File: src/common/pwm_regs.svh
`ifndef PWM_REGS_SVH
`define PWM_REGS_SVH

// Register indices on the byte-wide register port
`define REG_PIN_DIRECTION 4'h0
`define REG_FLAGS_ONE 4'h1
`define REG_ENABLE_ONE 4'h2
`define REG_PRIORITY_ONE 4'h3
`define REG_FLAGS_TWO 4'h4
`define REG_TIMER_COUNT 4'h5
`define REG_TIMER_CONTROL 4'h6
`define REG_PERIOD_MATCH 4'h7
`define REG_DUTY_LOW 4'h8
`define REG_DUTY_SHADOW 4'h9
`define REG_MOD_CONTROL 4'ha
`define REG_SHUTDOWN_CONTROL 4'hb
`define REG_RESTART_DEADBAND 4'hc

// Reset values
`define RST_PIN_DIRECTION 4'hf
`define RST_BYTE 8'h00
`define RST_PRIORITY_ONE 8'hff

// Field positions
`define BIT_PERIOD_MATCH_FLAG 1
`define BIT_OSC_FAIL_FLAG 7
`define BIT_TIMER_RUN 2
`define TIMER_CONTROL_MASK 8'h7f
`define BIT_SHUTDOWN_STATUS 7
`define BIT_AUTO_RESTART 7
`define MASK_OSC_FAIL 8'h80
`define MASK_PERIOD_MATCH 8'h02

`endif

File: src/common/pwm_pkg.sv
package pwm_pkg;

  typedef enum logic [1:0] {
    cfg_single = 2'b00,
    cfg_full_forward = 2'b01,
    cfg_half_bridge = 2'b10,
    cfg_full_reverse = 2'b11
  } output_config_type;

  typedef enum logic [3:0] {
    db_b_on = 4'b0001,
    db_wait_a = 4'b0010,
    db_a_on = 4'b0100,
    db_wait_b = 4'b1000
  } deadband_state_type;

endpackage

File: src/common/deadband_if.sv
interface deadband_if;
  logic drive;
  logic [6:0] delay;
  logic hold;
  logic a_on;
  logic b_on;

  modport source (output drive, output delay, output hold, input a_on, input b_on);
  modport sink (input drive, input delay, input hold, output a_on, output b_on);
endinterface

File: src/hdl/deadband_gen.sv
module deadband_gen
  import pwm_pkg::*;
(
  input wire logic clock,
  input wire logic rst,
  deadband_if.sink db
);

  deadband_state_type state_q;
  logic [6:0] count_q;

  // Each complementary edge waits the programmed count before turning on
  always_ff @(posedge clock)
  begin
    if (rst)
    begin
      state_q <= db_b_on;
      count_q <= 7'h00;
    end
    else if (!db.hold)
    begin
      unique case (state_q)
        db_b_on:
          if (db.drive)
          begin
            state_q <= (db.delay == 7'h00) ? db_a_on : db_wait_a;
            count_q <= db.delay;
          end
        db_wait_a:
          if (!db.drive)
            state_q <= db_b_on;
          else if (count_q <= 7'h01)
            state_q <= db_a_on;
          else
            count_q <= count_q - 7'h01;
        db_a_on:
          if (!db.drive)
          begin
            state_q <= (db.delay == 7'h00) ? db_b_on : db_wait_b;
            count_q <= db.delay;
          end
        db_wait_b:
          if (db.drive)
            state_q <= db_a_on;
          else if (count_q <= 7'h01)
            state_q <= db_b_on;
          else
            count_q <= count_q - 7'h01;
        default:
          state_q <= db_b_on;
      endcase
    end
  end

  assign db.a_on = (state_q == db_a_on);
  assign db.b_on = (state_q == db_b_on);

endmodule // deadband_gen

File: src/hdl/enhanced_pwm.sv
`include "pwm_regs.svh"

module enhanced_pwm
  import pwm_pkg::*;
(
  input wire logic clock,
  input wire logic rst,
  input wire logic [3:0] reg_addr,
  input wire logic [7:0] reg_wdata,
  input wire logic reg_write,
  input wire logic reg_read,
  output logic [7:0] reg_rdata,
  input wire logic fault_input_pin_n,
  input wire logic comparator_one,
  input wire logic comparator_two,
  input wire logic sleep_mode,
  input wire logic primary_idle_mode,
  input wire logic managed_mode,
  input wire logic managed_tick,
  input wire logic fail_monitor_enable,
  input wire logic clock_failed,
  input wire logic internal_oscillator_tick,
  output logic internal_mode_a,
  output logic out_a,
  output logic out_a_oe,
  output logic out_b,
  output logic out_b_oe,
  output logic out_c,
  output logic out_c_oe,
  output logic out_d,
  output logic out_d_oe
);

  ////////////////////////////////////////////////////////////////////////////
  // Software-visible state

  logic [3:0] pin_direction_bits_q;
  logic [7:0] enable_one_q;
  logic [7:0] priority_one_q;
  logic period_match_flag_q;
  logic oscillator_fail_flag_q;
  logic [7:0] timer_count_q;
  logic [6:0] timer_control_q;
  logic [7:0] period_match_value_q;
  logic [7:0] duty_cycle_low_q;
  logic [7:0] duty_shadow_q;
  logic [1:0] duty_shadow_low_q;
  logic [7:0] modulator_control_q;
  logic [6:0] shutdown_config_q;
  logic shutdown_status_bit_q;
  logic [7:0] restart_deadband_control_q;

  logic wr_pin_dir;
  logic wr_flags_one;
  logic wr_flags_two;
  logic wr_timer_count;
  logic wr_timer_control;
  logic wr_shutdown;

  // Decoded once, used by every write process except the plain configuration registers, which decode reg_addr themselves
  function automatic logic hit(input logic [3:0] addr, input logic [3:0] index, input logic strobe);
    hit = strobe && (addr == index);
  endfunction

  assign wr_pin_dir = hit(reg_addr, `REG_PIN_DIRECTION, reg_write);
  assign wr_flags_one = hit(reg_addr, `REG_FLAGS_ONE, reg_write);
  assign wr_flags_two = hit(reg_addr, `REG_FLAGS_TWO, reg_write);
  assign wr_timer_count = hit(reg_addr, `REG_TIMER_COUNT, reg_write);
  assign wr_timer_control = hit(reg_addr, `REG_TIMER_CONTROL, reg_write);
  assign wr_shutdown = hit(reg_addr, `REG_SHUTDOWN_CONTROL, reg_write);

  ////////////////////////////////////////////////////////////////////////////
  // Clock selection and freeze

  logic fail_mode_q;
  logic advance;

  // Fail-over is sticky until reset; the primary clock is not trusted again
  always_ff @(posedge clock)
  begin
    if (rst)
      fail_mode_q <= 1'b0;
    else if (fail_monitor_enable && clock_failed)
      fail_mode_q <= 1'b1;
  end

  assign internal_mode_a = fail_mode_q;

  always_comb
  begin
    if (sleep_mode)
      advance = 1'b0;
    else if (fail_mode_q)
      advance = internal_oscillator_tick;
    else if (primary_idle_mode || !managed_mode)
      advance = 1'b1;
    else
      advance = managed_tick;
  end

  ////////////////////////////////////////////////////////////////////////////
  // Plain configuration registers

  always_ff @(posedge clock)
  begin
    if (rst)
    begin
      pin_direction_bits_q <= `RST_PIN_DIRECTION;
      enable_one_q <= `RST_BYTE;
      priority_one_q <= `RST_PRIORITY_ONE;
      period_match_value_q <= `RST_BYTE;
      duty_cycle_low_q <= `RST_BYTE;
      modulator_control_q <= `RST_BYTE;
      restart_deadband_control_q <= `RST_BYTE;
    end
    else if (reg_write)
    begin
      unique case (reg_addr)
        `REG_PIN_DIRECTION: pin_direction_bits_q <= reg_wdata[3:0];
        `REG_ENABLE_ONE: enable_one_q <= reg_wdata;
        `REG_PRIORITY_ONE: priority_one_q <= reg_wdata;
        `REG_PERIOD_MATCH: period_match_value_q <= reg_wdata;
        `REG_DUTY_LOW: duty_cycle_low_q <= reg_wdata;
        `REG_MOD_CONTROL: modulator_control_q <= reg_wdata;
        `REG_RESTART_DEADBAND: restart_deadband_control_q <= reg_wdata;
        default: ;
      endcase
    end
  end

  always_ff @(posedge clock)
  begin
    if (rst)
      timer_control_q <= 7'h00;
    else if (wr_timer_control)
      timer_control_q <= reg_wdata[6:0];
  end

  ////////////////////////////////////////////////////////////////////////////
  // Period timer with prescaler

  logic [5:0] sub_q;
  logic [5:0] sub_last;
  logic [1:0] fine;
  logic timer_step;
  logic period_end;

  always_comb
  begin
    unique case (timer_control_q[1:0])
      2'b00: sub_last = 6'h03;
      2'b01: sub_last = 6'h0f;
      default: sub_last = 6'h3f;
    endcase
  end

  always_comb
  begin
    unique case (timer_control_q[1:0])
      2'b00: fine = sub_q[1:0];
      2'b01: fine = sub_q[3:2];
      default: fine = sub_q[5:4];
    endcase
  end

  assign timer_step = advance && timer_control_q[`BIT_TIMER_RUN] && (sub_q >= sub_last);
  assign period_end = timer_step && (timer_count_q == period_match_value_q);

  always_ff @(posedge clock)
  begin
    if (rst)
      sub_q <= 6'h00;
    else if (wr_timer_count || wr_timer_control)
      sub_q <= 6'h00;
    else if (advance && timer_control_q[`BIT_TIMER_RUN])
      sub_q <= (sub_q >= sub_last) ? 6'h00 : sub_q + 6'h01;
  end

  always_ff @(posedge clock)
  begin
    if (rst)
      timer_count_q <= `RST_BYTE;
    else if (wr_timer_count)
      timer_count_q <= reg_wdata;
    else if (period_end)
      timer_count_q <= 8'h00;
    else if (timer_step)
      timer_count_q <= timer_count_q + 8'h01;
  end

  ////////////////////////////////////////////////////////////////////////////
  // Flags: hardware set beats a software clear in the same cycle

  always_ff @(posedge clock)
  begin
    if (rst)
      period_match_flag_q <= 1'b0;
    else if (period_end)
      period_match_flag_q <= 1'b1;
    else if (wr_flags_one)
      period_match_flag_q <= reg_wdata[`BIT_PERIOD_MATCH_FLAG];
  end

  always_ff @(posedge clock)
  begin
    if (rst)
      oscillator_fail_flag_q <= 1'b0;
    else if (fail_monitor_enable && clock_failed && !fail_mode_q)
      oscillator_fail_flag_q <= 1'b1;
    else if (wr_flags_two)
      oscillator_fail_flag_q <= reg_wdata[`BIT_OSC_FAIL_FLAG];
  end

  ////////////////////////////////////////////////////////////////////////////
  // Duty latch at each period start

  logic [9:0] duty_active;
  logic [9:0] timebase;
  logic drive;

  always_ff @(posedge clock)
  begin
    if (rst)
    begin
      duty_shadow_q <= `RST_BYTE;
      duty_shadow_low_q <= 2'b00;
    end
    else if (period_end)
    begin
      // Loading only here keeps a mid-period write from giving a runt pulse
      duty_shadow_q <= duty_cycle_low_q;
      duty_shadow_low_q <= modulator_control_q[5:4];
    end
  end

  assign duty_active = {duty_shadow_q, duty_shadow_low_q};
  assign timebase = {timer_count_q, fine};
  assign drive = timebase < duty_active;

  ////////////////////////////////////////////////////////////////////////////
  // Auto-shutdown

  logic shutdown_condition;
  logic shutdown_output_q;

  // Source decode; the fault pin is active low
  function automatic logic source_hit(input logic [2:0] sel, input logic flt_n, input logic c1, input logic c2);
    logic cmp;
    cmp = (sel[0] && c1) || (sel[1] && c2);
    source_hit = cmp || (sel[2] && !flt_n);
  endfunction

  assign shutdown_condition = source_hit(shutdown_config_q[6:4], fault_input_pin_n, comparator_one,
                                         comparator_two);

  always_ff @(posedge clock)
  begin
    if (rst)
      shutdown_config_q <= 7'h00;
    else if (wr_shutdown)
      shutdown_config_q <= reg_wdata[6:0];
  end

  always_ff @(posedge clock)
  begin
    if (rst)
      shutdown_status_bit_q <= 1'b0;
    else if (sleep_mode)
      shutdown_status_bit_q <= shutdown_status_bit_q;
    else if (shutdown_condition)
      shutdown_status_bit_q <= 1'b1;
    else if (wr_shutdown)
      shutdown_status_bit_q <= reg_wdata[`BIT_SHUTDOWN_STATUS];
    else if (restart_deadband_control_q[`BIT_AUTO_RESTART])
      shutdown_status_bit_q <= 1'b0;
  end

  // Outputs leave shutdown only on a period boundary
  always_ff @(posedge clock)
  begin
    if (rst)
      shutdown_output_q <= 1'b0;
    else if (shutdown_status_bit_q)
      shutdown_output_q <= 1'b1;
    else if (period_end)
      shutdown_output_q <= 1'b0;
  end

  ////////////////////////////////////////////////////////////////////////////
  // Dead band and pin steering

  deadband_if db_link ();
  output_config_type config_sel;
  logic pwm_mode;
  logic [3:0] active;
  logic [3:0] invert;
  logic [3:0] modulated;
  logic [3:0] pin_value;
  logic [3:0] pin_enable;

  assign db_link.drive = drive;
  assign db_link.delay = restart_deadband_control_q[6:0];
  assign db_link.hold = !advance;

  deadband_gen i_deadband_gen (
    .clock(clock),
    .rst(rst),
    .db(db_link)
  );

  assign config_sel = output_config_type'(modulator_control_q[7:6]);
  assign pwm_mode = (modulator_control_q[3:2] == 2'b11);
  assign invert = {modulator_control_q[0], modulator_control_q[1], modulator_control_q[0], modulator_control_q[1]};

  always_comb
  begin
    unique case (config_sel)
      cfg_single:
      begin
        active = {3'b000, drive};
        modulated = 4'b0001;
      end
      cfg_full_forward:
      begin
        active = {drive, 3'b001};
        modulated = 4'b1001;
      end
      cfg_half_bridge:
      begin
        active = {2'b00, db_link.b_on, db_link.a_on};
        modulated = 4'b0011;
      end
      cfg_full_reverse:
      begin
        active = {1'b0, 1'b1, drive, 1'b0};
        modulated = 4'b0110;
      end
    endcase
  end

  // Pin level per pair while shut down: 00 low, 01 high, 1x released
  function automatic logic [1:0] shutdown_pin(input logic [1:0] level, input logic dir_in);
    shutdown_pin = {!level[1] && !dir_in, level[0]};
  endfunction

  genvar pin;
  generate
    for (pin = 0; pin < 4; pin++)
    begin : g_pin
      logic [1:0] level;
      logic [1:0] sd;
      assign level = (pin % 2 == 1) ? shutdown_config_q[1:0] : shutdown_config_q[3:2];
      assign sd = shutdown_pin(level, pin_direction_bits_q[pin]);
      always_comb
      begin
        if (pwm_mode && modulated[pin] && shutdown_output_q)
        begin
          pin_value[pin] = sd[0];
          pin_enable[pin] = sd[1];
        end
        else if (pwm_mode && modulated[pin])
        begin
          pin_value[pin] = active[pin] ^ invert[pin];
          pin_enable[pin] = !pin_direction_bits_q[pin];
        end
        else
        begin
          pin_value[pin] = 1'b0;
          pin_enable[pin] = !pin_direction_bits_q[pin];
        end
      end
    end
  endgenerate

  // Pins hold their last level across sleep
  always_ff @(posedge clock)
  begin
    if (rst)
    begin
      {out_d, out_c, out_b, out_a} <= 4'h0;
      {out_d_oe, out_c_oe, out_b_oe, out_a_oe} <= 4'h0;
    end
    else if (!sleep_mode)
    begin
      {out_d, out_c, out_b, out_a} <= pin_value;
      {out_d_oe, out_c_oe, out_b_oe, out_a_oe} <= pin_enable;
    end
  end

  ////////////////////////////////////////////////////////////////////////////
  // Read port

  always_ff @(posedge clock)
  begin
    if (rst)
      reg_rdata <= 8'h00;
    else if (reg_read)
    begin
      unique case (reg_addr)
        `REG_PIN_DIRECTION: reg_rdata <= {4'h0, pin_direction_bits_q};
        `REG_FLAGS_ONE: reg_rdata <= period_match_flag_q ? `MASK_PERIOD_MATCH : 8'h00;
        `REG_ENABLE_ONE: reg_rdata <= enable_one_q;
        `REG_PRIORITY_ONE: reg_rdata <= priority_one_q;
        `REG_FLAGS_TWO: reg_rdata <= oscillator_fail_flag_q ? `MASK_OSC_FAIL : 8'h00;
        `REG_TIMER_COUNT: reg_rdata <= timer_count_q;
        `REG_TIMER_CONTROL: reg_rdata <= {1'b0, timer_control_q} & `TIMER_CONTROL_MASK;
        `REG_PERIOD_MATCH: reg_rdata <= period_match_value_q;
        `REG_DUTY_LOW: reg_rdata <= duty_cycle_low_q;
        `REG_DUTY_SHADOW: reg_rdata <= duty_shadow_q;
        `REG_MOD_CONTROL: reg_rdata <= modulator_control_q;
        `REG_SHUTDOWN_CONTROL: reg_rdata <= {shutdown_status_bit_q, shutdown_config_q};
        `REG_RESTART_DEADBAND: reg_rdata <= restart_deadband_control_q;
        default: reg_rdata <= 8'h00;
      endcase
    end
    else
      reg_rdata <= 8'h00;
  end

endmodule // enhanced_pwm

File: config.mk
export PLATFORM = sky130hd
export DESIGN_NAME = enhanced_pwm
export DESIGN_NICKNAME = d
export VERILOG_FILES = /design/src/common/pwm_pkg.sv /design/src/common/deadband_if.sv /design/src/hdl/deadband_gen.sv /design/src/hdl/enhanced_pwm.sv
export VERILOG_INCLUDE_DIRS = /design/src /design/src/common
export SDC_FILE = /design/constraint.sdc
export NUM_CORES = 1
export LEC_CHECK = 0
export BUFFER_PORTS_ARGS = -buffer_cell sky130_fd_sc_hd__clkbuf_2
export CORE_ASPECT_RATIO = 0.5
export CORE_UTILIZATION = 30
export CTS_BUF_LIST = sky130_fd_sc_hd__clkbuf_4
export DETAILED_ROUTE_END_ITERATION = 6
export SLEW_MARGIN = 20
export SYNTH_ARGS = -nofsm -noshare
export SYNTH_HDL_FRONTEND = slang
export SYNTH_SLANG_ARGS = --single-unit
File: constraint.sdc
create_clock -name clock -period 6.6 [get_ports clock]
set_input_delay 0.33 -clock clock [delete_from_list [all_inputs] [get_ports clock]]
set_output_delay 0.33 -clock clock [all_outputs]
set_load 0.01 [all_outputs]
==> flow_summary.toml <==
[cts]
clk_transition_reported_paths_ns = 0.12
clock_tree.htree_level_count = 4
postCtsSetupBuffers = 0
cts_tree = "done"
insertion_delay_ns = 0.53
numCtsBuffers = 17
cts_resized = 0
cts_hold_buf = 0
cts-root-buf = "clkbuf_4"
cts.sink_count = 122
cts_max_path_buffers = 2

[critical_path]
cp_data_required_time_ns = 7.04
timing.critical_path.fanout_max = 7
slowest_cell_on_the_critical_path = "or3_1"
cp_num_buf_inv = 0
critPathArrivalTime_ns = 3.49
timing.critical_path.cells = "mux2i_1, o21ai_0, ha_1, nor2b_1, a221oi_2, nor3_2, nor3_1, or3_1, o32ai_1"
timing_worst_setup_path_type = "reg -> reg"
path_delay_family = "simple AND/OR/NAND/NOR gates"
crit_path_start_kind = "flip-flop"
cp_slowest_stage_delay_ns = 0.56
critical_path_end_type = "flip-flop"

[placed_design]
place_congestion = 0.929
placement.setup.worst_slack_ns = 3.59
buffer_ports.inserted = 42
dpl.hpwl_um = 13900

[synthesis]
netlist-cell-type-count = 68
ys_top_cells_by_count = "122 x dfxtp_1, 121 x nor2_1, 70 x mux2i_1"
avg_inst_size_synth_um2 = 8.53
synth_edf_count = 0
synth_async_sr_flop_share_pct = 0
synth_top_cell_area_share_pct = 37.1
synth-seq-cells = 122
yosysSeqAreaShare_pct = 37.1
syn-num-nets = 814
flip_flop_cell_with_the_highest_count_after_synthesis = "dfxtp_1"
yosysWarnings = 0
netlist_instances = 771
netlist.top_cell.by_area = "dfxtp_1"
synth_area_um2 = 6580
ys_top_cells_by_area = "dfxtp_1 37%, mux2i_1 11%, nor2_1 6.9%"
synth_most_common_cell = "dfxtp_1"

[pwr]
power.leakage_uw = 0.00275
worst_ir_drop_vdd_mv = 0.100
power_per_cell_area_nw_per_um2 = 212

[timing]
fin_crit_ns = 3.05
finalCritPeriodShare_pct = 46.2
grt_setup_unrepaired = "false"
timing.final.max_slew_violations = 0
timing.fmax_ghz = 0.328
worst-slew-pin-transition_ns = 1.04
hold_viol_final = 0
final-setup-viol-count = 0
setup_total_negative_slack_ns = 0
setup_slack_ns = 3.55
fin_skew_ns = 0.0228
slew_headroom_pct = 30.1

[final_layout]
share_of_layout_cells_above_drive_strength_1_pct = 12.3
number_of_nets_in_the_layout = 826
num-fill-cells = 2201
area_delta_synth_final_pct = 10.4

[worst_hold_path]
hp-class = "in -> reg"

[floorplanning]
start_util_pct = 31.3
fp.coreArea_um2 = 21000
design.portCount = 43
dieWidth_um = 211
design.die.area_um2 = 22600
floorplan.die.height_um = 107
rows = 37

[detailed_routing]
drt_drc_violations_left = 0
wl_per_cell_um = 18.3
initialDrtViolationCount = 640
ant_nets = 0
vias = 5928
dr.pass1.iters = 6
detail_route.wirelength_um = 20000
vias_per_cell = 5.44

[global_route]
via_count_of_the_first_global_routing_pass = 5558
track_usage_pct = 18.1
initial_antenna_violation_count = 1
largest_net_degree_at_the_start_of_global_routing = 96
grt_pass1_wl_um = 31500
globalRouteOverflowTotal = 0

[flow_run]
maxCapViolations = 0

[outcome]
status = "finished, final reports clean"
[worst paths after layout]
check,slack [ns],from,cells after the start,to
max,3.55,timer_control_q[0]$_SDFFE_PP0P_,9,i_deadband_gen.count_q[4]$_SDFFE_PP0P_
min,0.04,clock_failed,3,internal_mode_a$_SDFFE_PP0P_
max reg2reg,3.55,timer_control_q[0]$_SDFFE_PP0P_,9,i_deadband_gen.count_q[4]$_SDFFE_PP0P_
min reg2reg,0.48,i_deadband_gen.count_q[5]$_SDFFE_PP0P_,2,i_deadband_gen.count_q[5]$_SDFFE_PP0P_
[cells in the final DEF, fill, tap and decap left out, types with 4 or more instances in the layout]
| cell | netlist | routed |
|---|---|---|
| xor2_1 | 4 | 4 |
| nor2_1 | 121 | 121 |
| a221oi_1 | 10 | 10 |
| mux2i_1 | 70 | 70 |
| a21oi_1 | 40 | 40 |
| a31oi_1 | 6 | 6 |
| a21o_1 | 4 | 4 |
| clkbuf_4 | 0 | 20 |
| a211o_1 | 14 | 14 |
| a32oi_1 | 6 | 6 |
| mux2_2 | 9 | 9 |
| nor2b_1 | 23 | 23 |
| and3_1 | 8 | 8 |
| clkinvlp_4 | 0 | 5 |
| xnor2_1 | 15 | 15 |
| or3_1 | 7 | 7 |
| dfxtp_1 | 122 | 122 |
| nand4_1 | 6 | 6 |
| a311oi_1 | 6 | 6 |
| o32ai_1 | 5 | 5 |
| ha_1 | 17 | 17 |
| o21ai_0 | 27 | 27 |
| a22oi_1 | 14 | 14 |
| clkbuf_2 | 0 | 41 |
| a22o_1 | 5 | 5 |
| nand3_1 | 14 | 14 |
| inv_1 | 21 | 21 |
| nor3_1 | 24 | 24 |
| nand2_1 | 47 | 47 |
| o31ai_1 | 6 | 6 |
| nand2b_1 | 8 | 8 |
| a211oi_1 | 5 | 5 |
| or4_1 | 4 | 4 |
| o211ai_1 | 7 | 7 |
[registers in the layout, indices dropped and copies added, names as in the netlist, 2 cells and up]
signal                      count
timer_count_q                   8
sub_q                           6
reg_rdata                       8
priority_one_q                  8
modulator_control_q             8
shutdown_config_q               7
pin_direction_bits_q            4
enable_one_q                    8
duty_cycle_low_q                8
restart_deadband_control_q      8
period_match_value_q            8
duty_shadow_q                   8
timer_control_q                 7
duty_shadow_low_q               2
i_deadband_gen.state_q          4
i_deadband_gen.count_q          7
[kinds of logic (layout without fill, tap and decap cells)]
family	count (synthesis)	count (layout)	share of synthesized area, %
AOI/OAI and AO/OA	176	176	18.9
xor gates and xnor gates	19	19	2.53
adders and majority gates	17	17	3.23
buffers and inverters	72	97	4.47
DFF	122	122	37.1
muxes	81	81	12.8
other	0	1	0
and+or+nand+nor	284	284	20.9
[worst min-delay path: stages]
cell      delay (ns)
clkbuf_2        0.09
a21oi_1         0.05
nor2_1          0.07
[final cells by class]
| type | instances | area, um^2 | share of cell area (%) |
|---|---|---|---|
| clock buffer | 20 | 150 | 2.07 |
| tap | 292 | 365 | 5.03 |
| clock inverter | 12 | 149 | 2.05 |
| multi-input combinational | 577 | 3850 | 53.0 |
| timing repair buffer | 43 | 220 | 3.03 |
| inverter | 22 | 82.6 | 1.14 |
| sequential | 122 | 2440 | 33.6 |
| antenna | 1 | 2.50 | 0.0345 |
[power breakdown]
part	total [uW]	switching [uW]	internal [uW]
clock network	567	295	273
registers	772	23.3	749
logic	201	130	71.2
[stage by stage]
stage / utilization, % / instances / hold WS (ns) / cell area (um^2) / power (uW)
after global routing: 34.5 / 1089 / 0.0243 / 7260 / 1600
after CTS: 34.5 / 1088 / 0.0242 / 7250 / 1550
after floorplan: - / 771 / 0.439 / 6580 / 935
final: 34.5 / 1089 / 0.0450 / 7260 / 1540
after detailed placement: 33.1 / 1056 / 0.462 / 6950 / 986
after global placement: 33.1 / 1056 / 0.459 / 6950 / 985
[metal layers]
| metal | wire (um) | share of wire (%) | vias up | GRT usage (%) |
|---|---|---|---|---|
| li1 | - | - | 2833 | - |
| met1 | 9190 | 46 | 2846 | 24.4 |
| met2 | 9190 | 46 | 213 | 29.4 |
| met3 | 1180 | 5.9 | 36 | 2.84 |
| met4 | 418 | 2.1 | 0 | 6.26 |
| met5 | 0 | 0 | - | 0 |
No activity file was read; power rests on OpenSTA's default activity.
